<file path="src/core/stmr_cfg.svh">
`ifndef STMR_CFG_SVH
`define STMR_CFG_SVH
// register byte offsets on the wishbone bus
`define STMR_OFS_CTL0   8'h00
`define STMR_OFS_CTL1   8'h04
`define STMR_OFS_CNTL   8'h08
`define STMR_OFS_CNTH   8'h0c
`define STMR_OFS_CMPAL  8'h10
`define STMR_OFS_CMPAH  8'h14
// control zero fields
`define STMR_PAUSE_BIT  7
`define STMR_CKSEL_HI   6
`define STMR_CKSEL_LO   4
`define STMR_ON_BIT     3
`define STMR_PER_HI     2
`define STMR_PER_LO     0
// control one fields
`define STMR_MODE_HI    7
`define STMR_MODE_LO    6
`define STMR_OFUNC_HI   5
`define STMR_OFUNC_LO   4
`define STMR_OINIT_BIT  3
`define STMR_POL_BIT    2
`define STMR_SWAP_BIT   1
`define STMR_CLRSEL_BIT 0
// reset values
`define STMR_CTL0_RST   8'h00
`define STMR_CTL1_RST   8'h00
`define STMR_CMPA_RST   10'h000
// prescaler terminal counts (divide by 4, 16, 64)
`define STMR_DIV4_MASK  6'h03
`define STMR_DIV16_MASK 6'h0f
`define STMR_DIV64_MASK 6'h3f
`endif

</file>
<file path="src/core/stmr_pkg.sv">
package stmr_pkg;
   typedef enum logic [1:0] {
      STMR_COMPARE = 2'h0,
      STMR_CAPTURE = 2'h1,
      STMR_PWM     = 2'h2,
      STMR_TIMER   = 2'h3
   } stmr_mode_type;
   typedef enum logic [2:0] {
      STMR_CK_SYS4  = 3'h0,
      STMR_CK_SYS   = 3'h1,
      STMR_CK_HI16  = 3'h2,
      STMR_CK_HI64  = 3'h3,
      STMR_CK_TBASE = 3'h4,
      STMR_CK_RSVD  = 3'h5,
      STMR_CK_EXTR  = 3'h6,
      STMR_CK_EXTF  = 3'h7
   } stmr_clksel_type;
   typedef struct packed {
      logic [9:0]  count;
      logic [9:0]  cmpA;
      logic [7:0]  ctl0;
      logic [7:0]  ctl1;
      logic        onPrev;
      logic [5:0]  presc;
      logic [2:0]  extSync;
      logic        outLevel;
      logic        pinOut;
      logic        pFlag;
      logic        aFlag;
      logic        ack;
      logic [31:0] rdData;
   } stmr_state_type;
endpackage : stmr_pkg

</file>
<file path="src/core/stmr_core.sv">
// The implementer's own choices: register access over Wishbone and the placing of the registers.
`timescale 1ns/100ps
`include "stmr_cfg.svh"
module stmr_core
   import stmr_pkg::*;
#(
   parameter int CNT_WIDTH = 10
)(
   input  wire logic        mclk,
   input  wire logic        rst,
   input  wire logic        wb_cyc_i,
   input  wire logic        wb_stb_i,
   input  wire logic        wb_we_i,
   input  wire logic [7:0]  wb_adr_i,
   input  wire logic [3:0]  wb_sel_i,
   input  wire logic [31:0] wb_dat_i,
   output logic      [31:0] wb_dat_o,
   output logic             wb_ack_o,
   input  wire logic        timebaseTick,
   input  wire logic        externalCountInput,
   output logic             timerOutputPin,
   output logic             periodMatchIrq,
   output logic             compareAMatchIrq
);

   // the comparators and register layout are fixed at ten bits
   if (CNT_WIDTH != 10) begin : g_chk
      $error("stmr_core supports only a 10-bit counter");
   end

   stmr_state_type  s_reg;
   stmr_state_type  s_next;

   // address match, shared by the write and read decoders
   function automatic logic hitReg(input logic [7:0] adr, input logic [7:0] ofs);
      hitReg = (adr == ofs);
   endfunction : hitReg

   logic            timerOn;
   logic            paused;
   stmr_clksel_type clkSel;
   stmr_mode_type   mode;
   logic [2:0]      perField;
   logic [1:0]      oFunc;
   logic            oInit;
   logic            oPol;
   logic            swap;
   logic            clrSel;
   logic            onRise;
   logic            clkEv;
   logic            tick;
   logic [9:0]      cntInc;
   logic            pHit;
   logic            aHit;
   logic            clrByA;
   logic            doClear;
   logic [9:0]      duty;
   logic            pwmLevel;
   logic            busReq;
   logic            wrLow;

   // field views of the control registers
   assign timerOn  = s_reg.ctl0[`STMR_ON_BIT];
   assign paused   = s_reg.ctl0[`STMR_PAUSE_BIT];
   assign clkSel   = stmr_clksel_type'(s_reg.ctl0[`STMR_CKSEL_HI:`STMR_CKSEL_LO]);
   assign perField = s_reg.ctl0[`STMR_PER_HI:`STMR_PER_LO];
   assign mode     = stmr_mode_type'(s_reg.ctl1[`STMR_MODE_HI:`STMR_MODE_LO]);
   assign oFunc    = s_reg.ctl1[`STMR_OFUNC_HI:`STMR_OFUNC_LO];
   assign oInit    = s_reg.ctl1[`STMR_OINIT_BIT];
   assign oPol     = s_reg.ctl1[`STMR_POL_BIT];
   assign swap     = s_reg.ctl1[`STMR_SWAP_BIT];
   assign clrSel   = s_reg.ctl1[`STMR_CLRSEL_BIT];
   assign onRise   = timerOn & ~s_reg.onPrev;

   // count-clock selection; high clock is taken as mclk here
   always_comb begin
      case (clkSel)
         STMR_CK_SYS4:  clkEv = ((s_reg.presc & `STMR_DIV4_MASK) == `STMR_DIV4_MASK);
         STMR_CK_SYS:   clkEv = 1'b1;
         STMR_CK_HI16:  clkEv = ((s_reg.presc & `STMR_DIV16_MASK) == `STMR_DIV16_MASK);
         STMR_CK_HI64:  clkEv = (s_reg.presc == `STMR_DIV64_MASK);
         STMR_CK_TBASE: clkEv = timebaseTick;
         STMR_CK_EXTR:  clkEv = s_reg.extSync[1] & ~s_reg.extSync[2];
         STMR_CK_EXTF:  clkEv = ~s_reg.extSync[1] & s_reg.extSync[2];
         default:       clkEv = 1'b0; // reserved code: no clock
      endcase
   end

   // counting and comparison
   assign tick   = timerOn & ~paused & clkEv & ~onRise;
   assign cntInc = s_reg.count + 10'h001;
   // period match when counter reaches n*128; code 0 is left to overflow
   assign pHit   = tick && (cntInc[9:7] == perField) && (cntInc[6:0] == 7'h00)
                   && (perField != 3'h0);
   assign aHit   = tick && (cntInc == s_reg.cmpA) && (s_reg.cmpA != 10'h000);
   // pwm uses the swap bit; other modes use the clear-source bit
   assign clrByA  = (mode == STMR_PWM) ? swap : clrSel;
   assign doClear = clrByA ? aHit : pHit;

   // pwm duty comes from whichever register does not set the period
   assign duty     = swap ? {perField, 7'h00} : s_reg.cmpA;
   assign pwmLevel = (s_reg.count < duty) ? oInit : ~oInit;

   assign busReq = wb_cyc_i & wb_stb_i & ~s_reg.ack;
   assign wrLow  = busReq & wb_we_i & wb_sel_i[0];

   // next-state logic for the whole block
   always_comb begin
      s_next = s_reg;
      s_next.presc   = s_reg.presc + 6'h01;
      s_next.extSync = {s_reg.extSync[1:0], externalCountInput};
      s_next.onPrev  = timerOn;
      // counter: software can only clear it via the on bit
      if (onRise) begin
         s_next.count = 10'h000;
      end else if (tick) begin
         s_next.count = doClear ? 10'h000 : cntInc; // wraps at 3ff
      end
      // interrupt request pulses; no period flag when clear-select picks compare-A outside pwm
      s_next.pFlag = pHit & ~(clrSel & (mode != STMR_PWM));
      s_next.aFlag = aHit;
      // compare-mode output latch
      if (onRise) begin
         s_next.outLevel = oInit;
      end else if (aHit) begin
         case (oFunc)
            2'h1:    s_next.outLevel = 1'b0;
            2'h2:    s_next.outLevel = 1'b1;
            2'h3:    s_next.outLevel = ~s_reg.outLevel;
            default: s_next.outLevel = s_reg.outLevel;
         endcase
      end
      // pin drive per mode; pwm keeps running while forced
      case (mode)
         STMR_COMPARE: s_next.pinOut = s_next.outLevel ^ oPol;
         STMR_PWM: begin
            case (oFunc)
               2'h1:    s_next.pinOut = oInit ^ oPol;
               2'h2:    s_next.pinOut = pwmLevel ^ oPol;
               default: s_next.pinOut = ~oInit ^ oPol;
            endcase
         end
         default: s_next.pinOut = 1'b0; // pin unused in timer/capture
      endcase
      // wishbone writes; counter pair is read-only
      if (wrLow) begin
         if (hitReg(wb_adr_i, `STMR_OFS_CTL0)) begin
            s_next.ctl0 = wb_dat_i[7:0];
         end
         if (hitReg(wb_adr_i, `STMR_OFS_CTL1)) begin
            s_next.ctl1 = wb_dat_i[7:0];
         end
         if (hitReg(wb_adr_i, `STMR_OFS_CMPAL)) begin
            s_next.cmpA[7:0] = wb_dat_i[7:0];
         end
         if (hitReg(wb_adr_i, `STMR_OFS_CMPAH)) begin
            s_next.cmpA[9:8] = wb_dat_i[1:0];
         end
      end
      // one-cycle ack; unmapped addresses answer with zero
      s_next.ack    = busReq;
      s_next.rdData = 32'h0000_0000;
      if (busReq & ~wb_we_i) begin
         if (hitReg(wb_adr_i, `STMR_OFS_CTL0)) begin
            s_next.rdData = {24'h000000, s_reg.ctl0};
         end
         if (hitReg(wb_adr_i, `STMR_OFS_CTL1)) begin
            s_next.rdData = {24'h000000, s_reg.ctl1};
         end
         if (hitReg(wb_adr_i, `STMR_OFS_CNTL)) begin
            s_next.rdData = {24'h000000, s_reg.count[7:0]};
         end
         if (hitReg(wb_adr_i, `STMR_OFS_CNTH)) begin
            s_next.rdData = {30'h0, s_reg.count[9:8]};
         end
         if (hitReg(wb_adr_i, `STMR_OFS_CMPAL)) begin
            s_next.rdData = {24'h000000, s_reg.cmpA[7:0]};
         end
         if (hitReg(wb_adr_i, `STMR_OFS_CMPAH)) begin
            s_next.rdData = {30'h0, s_reg.cmpA[9:8]};
         end
      end
   end

   // state register; power-on clears everything
   always_ff @(posedge mclk) begin
      if (rst) begin
         s_reg         <= '0;
         s_reg.ctl0    <= `STMR_CTL0_RST;
         s_reg.ctl1    <= `STMR_CTL1_RST;
         s_reg.cmpA    <= `STMR_CMPA_RST;
      end else begin
         s_reg <= s_next;
      end
   end

   // outputs straight from the state flops
   assign wb_dat_o         = s_reg.rdData;
   assign wb_ack_o         = s_reg.ack;
   assign timerOutputPin   = s_reg.pinOut;
   assign periodMatchIrq   = s_reg.pFlag;
   assign compareAMatchIrq = s_reg.aFlag;
endmodule : stmr_core

</file>
<file path="config.mk">
export PLATFORM = sky130hd
export DESIGN_NAME = stmr_core
export DESIGN_NICKNAME = d
export VERILOG_FILES = /design/src/core/stmr_pkg.sv /design/src/core/stmr_core.sv
export VERILOG_INCLUDE_DIRS = /design/src /design/src/core
export SDC_FILE = /design/constraint.sdc
export NUM_CORES = 1
export LEC_CHECK = 0
export ABC_AREA = 1
export BUFFER_PORTS_ARGS = -buffer_cell sky130_fd_sc_hd__buf_2
export CAP_MARGIN = 25
export CELL_PAD_IN_SITES_DETAIL_PLACEMENT = 1
export CELL_PAD_IN_SITES_GLOBAL_PLACEMENT = 1
export CORE_MARGIN = 3
export CORE_UTILIZATION = 34
export CTS_CLUSTER_DIAMETER = 50
export CTS_CLUSTER_SIZE = 8
export DETAILED_ROUTE_END_ITERATION = 6
export PLACE_DENSITY_LB_ADDON = 0.25
export SYNTH_ARGS = -nofsm -noshare
export SYNTH_HDL_FRONTEND = slang
export SYNTH_SLANG_ARGS = --single-unit
</file>
<file path="constraint.sdc">
create_clock -name mclk -period 2 [get_ports mclk]
set_clock_uncertainty 0.2 [all_clocks]
set_input_delay 0.1 -clock mclk [delete_from_list [all_inputs] [get_ports mclk]]
set_output_delay 0.1 -clock mclk [all_outputs]
set_load 0.05 [all_outputs]
</file>
; ---- Word-level counts from Yosys, hierarchy flattened
; Cells that the tools add are included.
[word_totals]
wordCells = 104
latchBits = 0
mem_bits_ro = 0
inputBits = 51
ram_bits = 0
n_memories = 0
register_bits = 83
[op_classes]
n_eq_ne = 21
n_shift = 0
mul = 0
n_bitwise = 28
order_cmp = 1
n_div = 0
n_mux = 17
reduce_logical = 19
addsub = 2
[op_table]
columns = operator, n
row1 = $mux W8, 5
row2 = $mux W10, 2
row3 = $eq A8 B4 Y1 const B, 2
row4 = $eq A8 B5 Y1 const B, 2
row5 = $and A1 B1 Y1, 13
row6 = $not A1 Y1, 11
row7 = $add A10 B1 Y10 const B, 1
row8 = $eq A10 B10 Y1, 1
row9 = $lt A10 B10 Y1, 1
row10 = $reduce_bool A10 Y1, 1
row11 = $eq A3 B3 Y1 const B, 3
row12 = $eq A2 B2 Y1 const B, 4
row13 = $eq A8 B3 Y1 const B, 1
row14 = $logic_not A8 Y1, 1
row15 = $reduce_and A2 Y1, 4
row16 = $logic_not A7 Y1, 1
row17 = $pmux W1 S7, 1
row18 = $reduce_or A7 Y1, 1
row19 = $add A6 B1 Y6 const B, 1
row20 = $eq A3 B2 Y1 const B, 2
row21 = $eq A6 B6 Y1 const B, 1
row22 = $logic_and A1 B1 Y1, 5
row23 = $mux W1, 5
row24 = $eq A4 B4 Y1 const B, 1
row25 = other kinds (13), 18

; ---- Logic depth before layout (Yosys ltp)
[logic_depth]
depth_word = 11
ltp_mapped = 17
depth_no_buf = 17

; ---- Worst setup path before layout
; Ideal clock, no wire load.
[synth_path]
path_type = register to register
start = reg s_reg[48] (netlist bit)
end = reg s_reg, in the netlist timerOutputPin
stages_incl_launch_ff = 16
synth_period_minus_slack_ns = 2.087
n_path_buf = 0
setup_slack_ns = -0.087
arrival_time_ns = 1.772
t_required_ns = 1.685
cell_sequence = dfxtp_1 clkinv_1 nand2_1 ha_1 nand2_1 inv_1 nor2_1 o21ai_0 a21oi_1 a21oi_1 o21ai_0 nand2_1 nand2_1 nand3_1 nand2_1 nor2_1
[synth_via]
elab_chain_cells = 6
[synth_rtl]
columns = item, line_no
row1 = from (decl), stmr_core.sv:31  ; stmr_state_type s_reg;
row2 = from (signal assigned), stmr_core.sv:193  ; s_reg <= s_next;
row3 = $mux W10, stmr_core.sv:101  ; assign duty = swap ? {perField, 7'h00} : s_reg.cmpA;
row4 = $lt A10 B10 Y1, stmr_core.sv:102  ; assign pwmLevel = (s_reg.count < duty) ? oInit : ~oInit;
row5 = $mux W1, stmr_core.sv:102
row6 = $xor A1 B1 Y1, stmr_core.sv:139  ; 2'h2: s_next.pinOut = pwmLevel ^ oPol;
row7 = $pmux W1 S2, stmr_core.sv:137  ; case (oFunc)
row8 = $pmux W1 S2, stmr_core.sv:134  ; case (mode)
; Every way passes these cells.
; A chain may end at the register's enable or synchronous reset.

; ---- Worst setup path in the final report
[layout_path]
start = reg s_reg[73] (netlist bit)
end = reg s_reg, in the netlist timerOutputPin
[layout_via]
elab_chain_cells = 8
word_cells_on_any_way = 12
[layout_rtl]
columns = item, line_no
row1 = $add A10 B1 Y10, stmr_core.sv:91  ; assign cntInc = s_reg.count + 10'h001;
row2 = $eq A10 B10 Y1, stmr_core.sv:95  ; assign aHit = tick && (cntInc == s_reg.cmpA) && (s_reg.cmpA != 10'h000);
row3 = $logic_and A1 B1 Y1 (2 in a row), stmr_core.sv:95
row4 = $mux W1, stmr_core.sv:125  ; end else if (aHit) begin
row5 = $mux W1, stmr_core.sv:123  ; if (onRise) begin
row6 = $xor A1 B1 Y1, stmr_core.sv:135  ; STMR_COMPARE: s_next.pinOut = s_next.outLevel ^ oPol;
row7 = $pmux W1 S2 *, stmr_core.sv:134
; Mark *: on every way between the ends. The rest lies on a longest branch, timed or not.

==> metrics.md <==
| Metric | Value |
|---|---|
| Worst path slowest cell | `dfxtp_4` |
| DP HPWL | `11.0 mm` |
| Chip Width | `110 um` |
| Initial antenna violation count | `0` |
| Setup violators final | `14` |
| Final worst slack | `-0.412 ns` |
| Most used cell, CP | `nand3_2` |
| Clock Pin Slew Worst Setup and Hold Paths | `0.08 ns` |
| Site Rows | `37` |
| Gr ovfl total | `0` |
| Met3 WL post-DR | `1.05 mm` |
| Slowest Stage Delay on Critical Path | `0.39 ns` |
| Cell depth of the worst flop-to-flop path | `18` |
| Critical path endpoint category | `flip-flop` |
| Status | `finished, violations left` |
| Largest register FFs | `30` |
| Setup TNS Final | `-4.30 ns` |
| Initial drt markers | `243` |
| Initial cell density of the core | `35.4%` |
| Drt drc | `0` |
| HP Class | `in2reg` |
| Final period utilization | `121%` |
| Total CTS buffers | `9` |
| Max Root-Sink Buffers | `2` |
| Die Span Y | `110 um` |
| Nets | `757` |
| Hold Worst Slack | `-0.000151 ns` |
| Setup CP Type | `reg2reg` |
| Synthesized area | `3690 um2` |
| Max-cap viol count | `0` |
| Post-layout util | `50.9%` |
| Diodes inserted | `0` |
| Clk sinks | `59` |
| Uppermost routed layer | `met4` |
| Rel. slew slack | `48.5%` |
| WL final | `16.4 mm` |
| Slew @ Worst Pin | `0.772 ns` |
| DR vias | `4476` |
| IO Pins | `87` |
| CP Data Arrival Time | `2.46 ns` |
| CTS tree | `yes` |
| CORE AREA | `10400 um2` |
| CTS H-tree lvls | `3` |
| Metal-1 WL | `6.44 mm` |
| Highest-count cells in the layout ignoring fill and taps | `nand2_1 (90), buf_4 (80), inv_1 (64), nor2_1 (53), dfxtp_1 (48)` |
| Placed Cells | `788` |
| Violations in the final reports | `negative hold slack, negative setup slack` |
| Pin count of the biggest net entering global routing | `27` |
| Setup WS pre-CTS | `-0.359 ns` |
| Worst-Skew Late Latency | `0.36 ns` |
| Commonest non-fill, non-tap cell in the layout | `nand2_1` |
| Hold Path Cell Cnt | `4` |
| Post-synthesis area per instance | `6.54 um2` |
| Area Overhead vs Synth | `43.7%` |
| RSZ-0062 raised after global routing | `yes` |
| Placed standard-cell area | `4390 um2` |
| Via/cell ratio | `5.37` |
| GPL Wtd Cong | `0.954` |
| Flops & latches, synth | `59` |
| Critical path fanouts, max | `4` |
| DRT antenna net count | `0` |
| CP cell instances | `buf_6 > inv_6 > nor2_4 > nand2_2 > buf_4 > buf_4 > nand2_2 > nand3_4 > nand2_4 > inv_2 > nand3_1 > nor2_1 > nand3_1 > nand3_2 > nand3_2 > nand3_2 > nand2_1 > nor2_1` |
| Worst setup SP type | `flip-flop` |
| WP data required | `2.05 ns` |
| Power per cell area | `509 nW/um2` |
| Sequential area share after synthesis | `32.0%` |
| Synth warn | `0` |
| Non-Filler Instances | `833` |
| Peak VDD IR | `0.242 mV` |
| Slew Viols, Final | `0` |
| Drt pass-1 iters | `5` |
| Design Area, Final | `5300 um2` |
| First-pass GRT wire length | `22.6 mm` |
| GRT Overall Usage | `24.8%` |
| Hold Vio Cnt, Final | `1` |
| Post-Synthesis Cells | `564` |
| Vias in the first global route | `4384` |
| DR WL/cell | `19.7 um` |
| DIE AREA | `12100 um2` |
| CTS root buffer | `clkbuf_8` |
| Layout cells sized above 1 | `35.6%` |
| FMAX | `415 MHz` |
| Routed wire length on met2 | `7.99 mm` |
| Netlist cell types | `34` |
| Final min period | `2.41 ns` |
| Lkg Pwr | `2.39 nW` |
| Port Buffers | `35` |
| Design Power | `2.70 mW` |
final timing paths:
kind	end	from	slack [ns]
max reg2reg	timerOutputPin	s_reg[73]	-0.41
min	wb_dat_o[0]	wb_adr_i[3]	-0.0002
min reg2reg	s_next[39]	s_next[38]	0.21
max	timerOutputPin	s_reg[73]	-0.41
Yosys cell counts:
library cell,instances,area (um2)
nand2_1,123,462
inv_1,72,270
dfxtp_1,59,1180
nor2_1,58,218
a21oi_1,50,250
nand3_1,44,220
o21ai_0,44,220
buf_4,32,240
ha_1,14,175
nor3_1,10,50.1
clkbuf_1,8,30.0
nand2_2,5,31.3
a221oi_1,4,35.0
nor4_1,4,25.0
o22ai_1,4,25.0
nand3_2,3,30.0
nand3b_1,3,22.5
nor2_2,3,18.8
o221ai_1,3,26.3
buf_2,2,10.0
clkinv_1,2,7.51
inv_2,2,7.51
nand4_1,2,12.5
nor3_2,2,20.0
o211ai_1,2,15.0
a31oi_1,1,6.26
and3_1,1,6.26
conb_1,1,3.75
nand2_4,1,11.3
nand3b_2,1,11.3
nor2_4,1,11.3
nor3b_1,1,7.51
nor4_4,1,21.3
o21a_1,1,7.51
worst max-delay path: cells and delay by family (launching register included):
kind | cells | cell delay [ns]
flops | 1 | 0.39
simple gates | 13 | 1.22
buf+inv | 5 | 0.49
layer usage:
layer  vias to the layer above  track usage, %
li1                       2046               -
met1                      2159            30.6
met2                       199            43.1
met3                        72            3.61
met4                         0            10.2
met5                         -               0
power by group:
group / internal, mW / switching (mW) / leakage, nW / total [mW]
combinational: 0.0581 / 0.177 / 1.80 / 0.235
sequential: 1.18 / 0.00438 / 0.483 / 1.18
clock: 0.738 / 0.546 / 0.111 / 1.28
total: 1.97 / 0.727 / 2.39 / 2.70
area by class of cell:
cell class              count  area, um2
clock buffers              12        145
clock inverters             4       73.8
fillers                  1352       5110
inverters                  76        293
multi-input cells         411       2430
flip-flops and latches     59       1200
well taps                 136        170
repair buffers            135        983
repair_timing:
action,in CTS,in global routing
gates resized for setup,44,86
hold buffers,14,0
endpoints found under the setup margin,14,14
hold endpoints to repair,36,0
gates cloned,1,0
pin swaps,15,43
buffers inserted,8,6
kinds of logic (layout without fill, tap and decap cells):
group,Yosys count,after routing,share of synthesized area (%)
simple gates,263,264,31.9
buf+inv,118,227,15.3
flops,59,59,32.0
other cells,1,24,0.102
compound gates,109,109,15.9
fa+ha+maj,14,14,4.75
(Power assumes the default switching activity.)
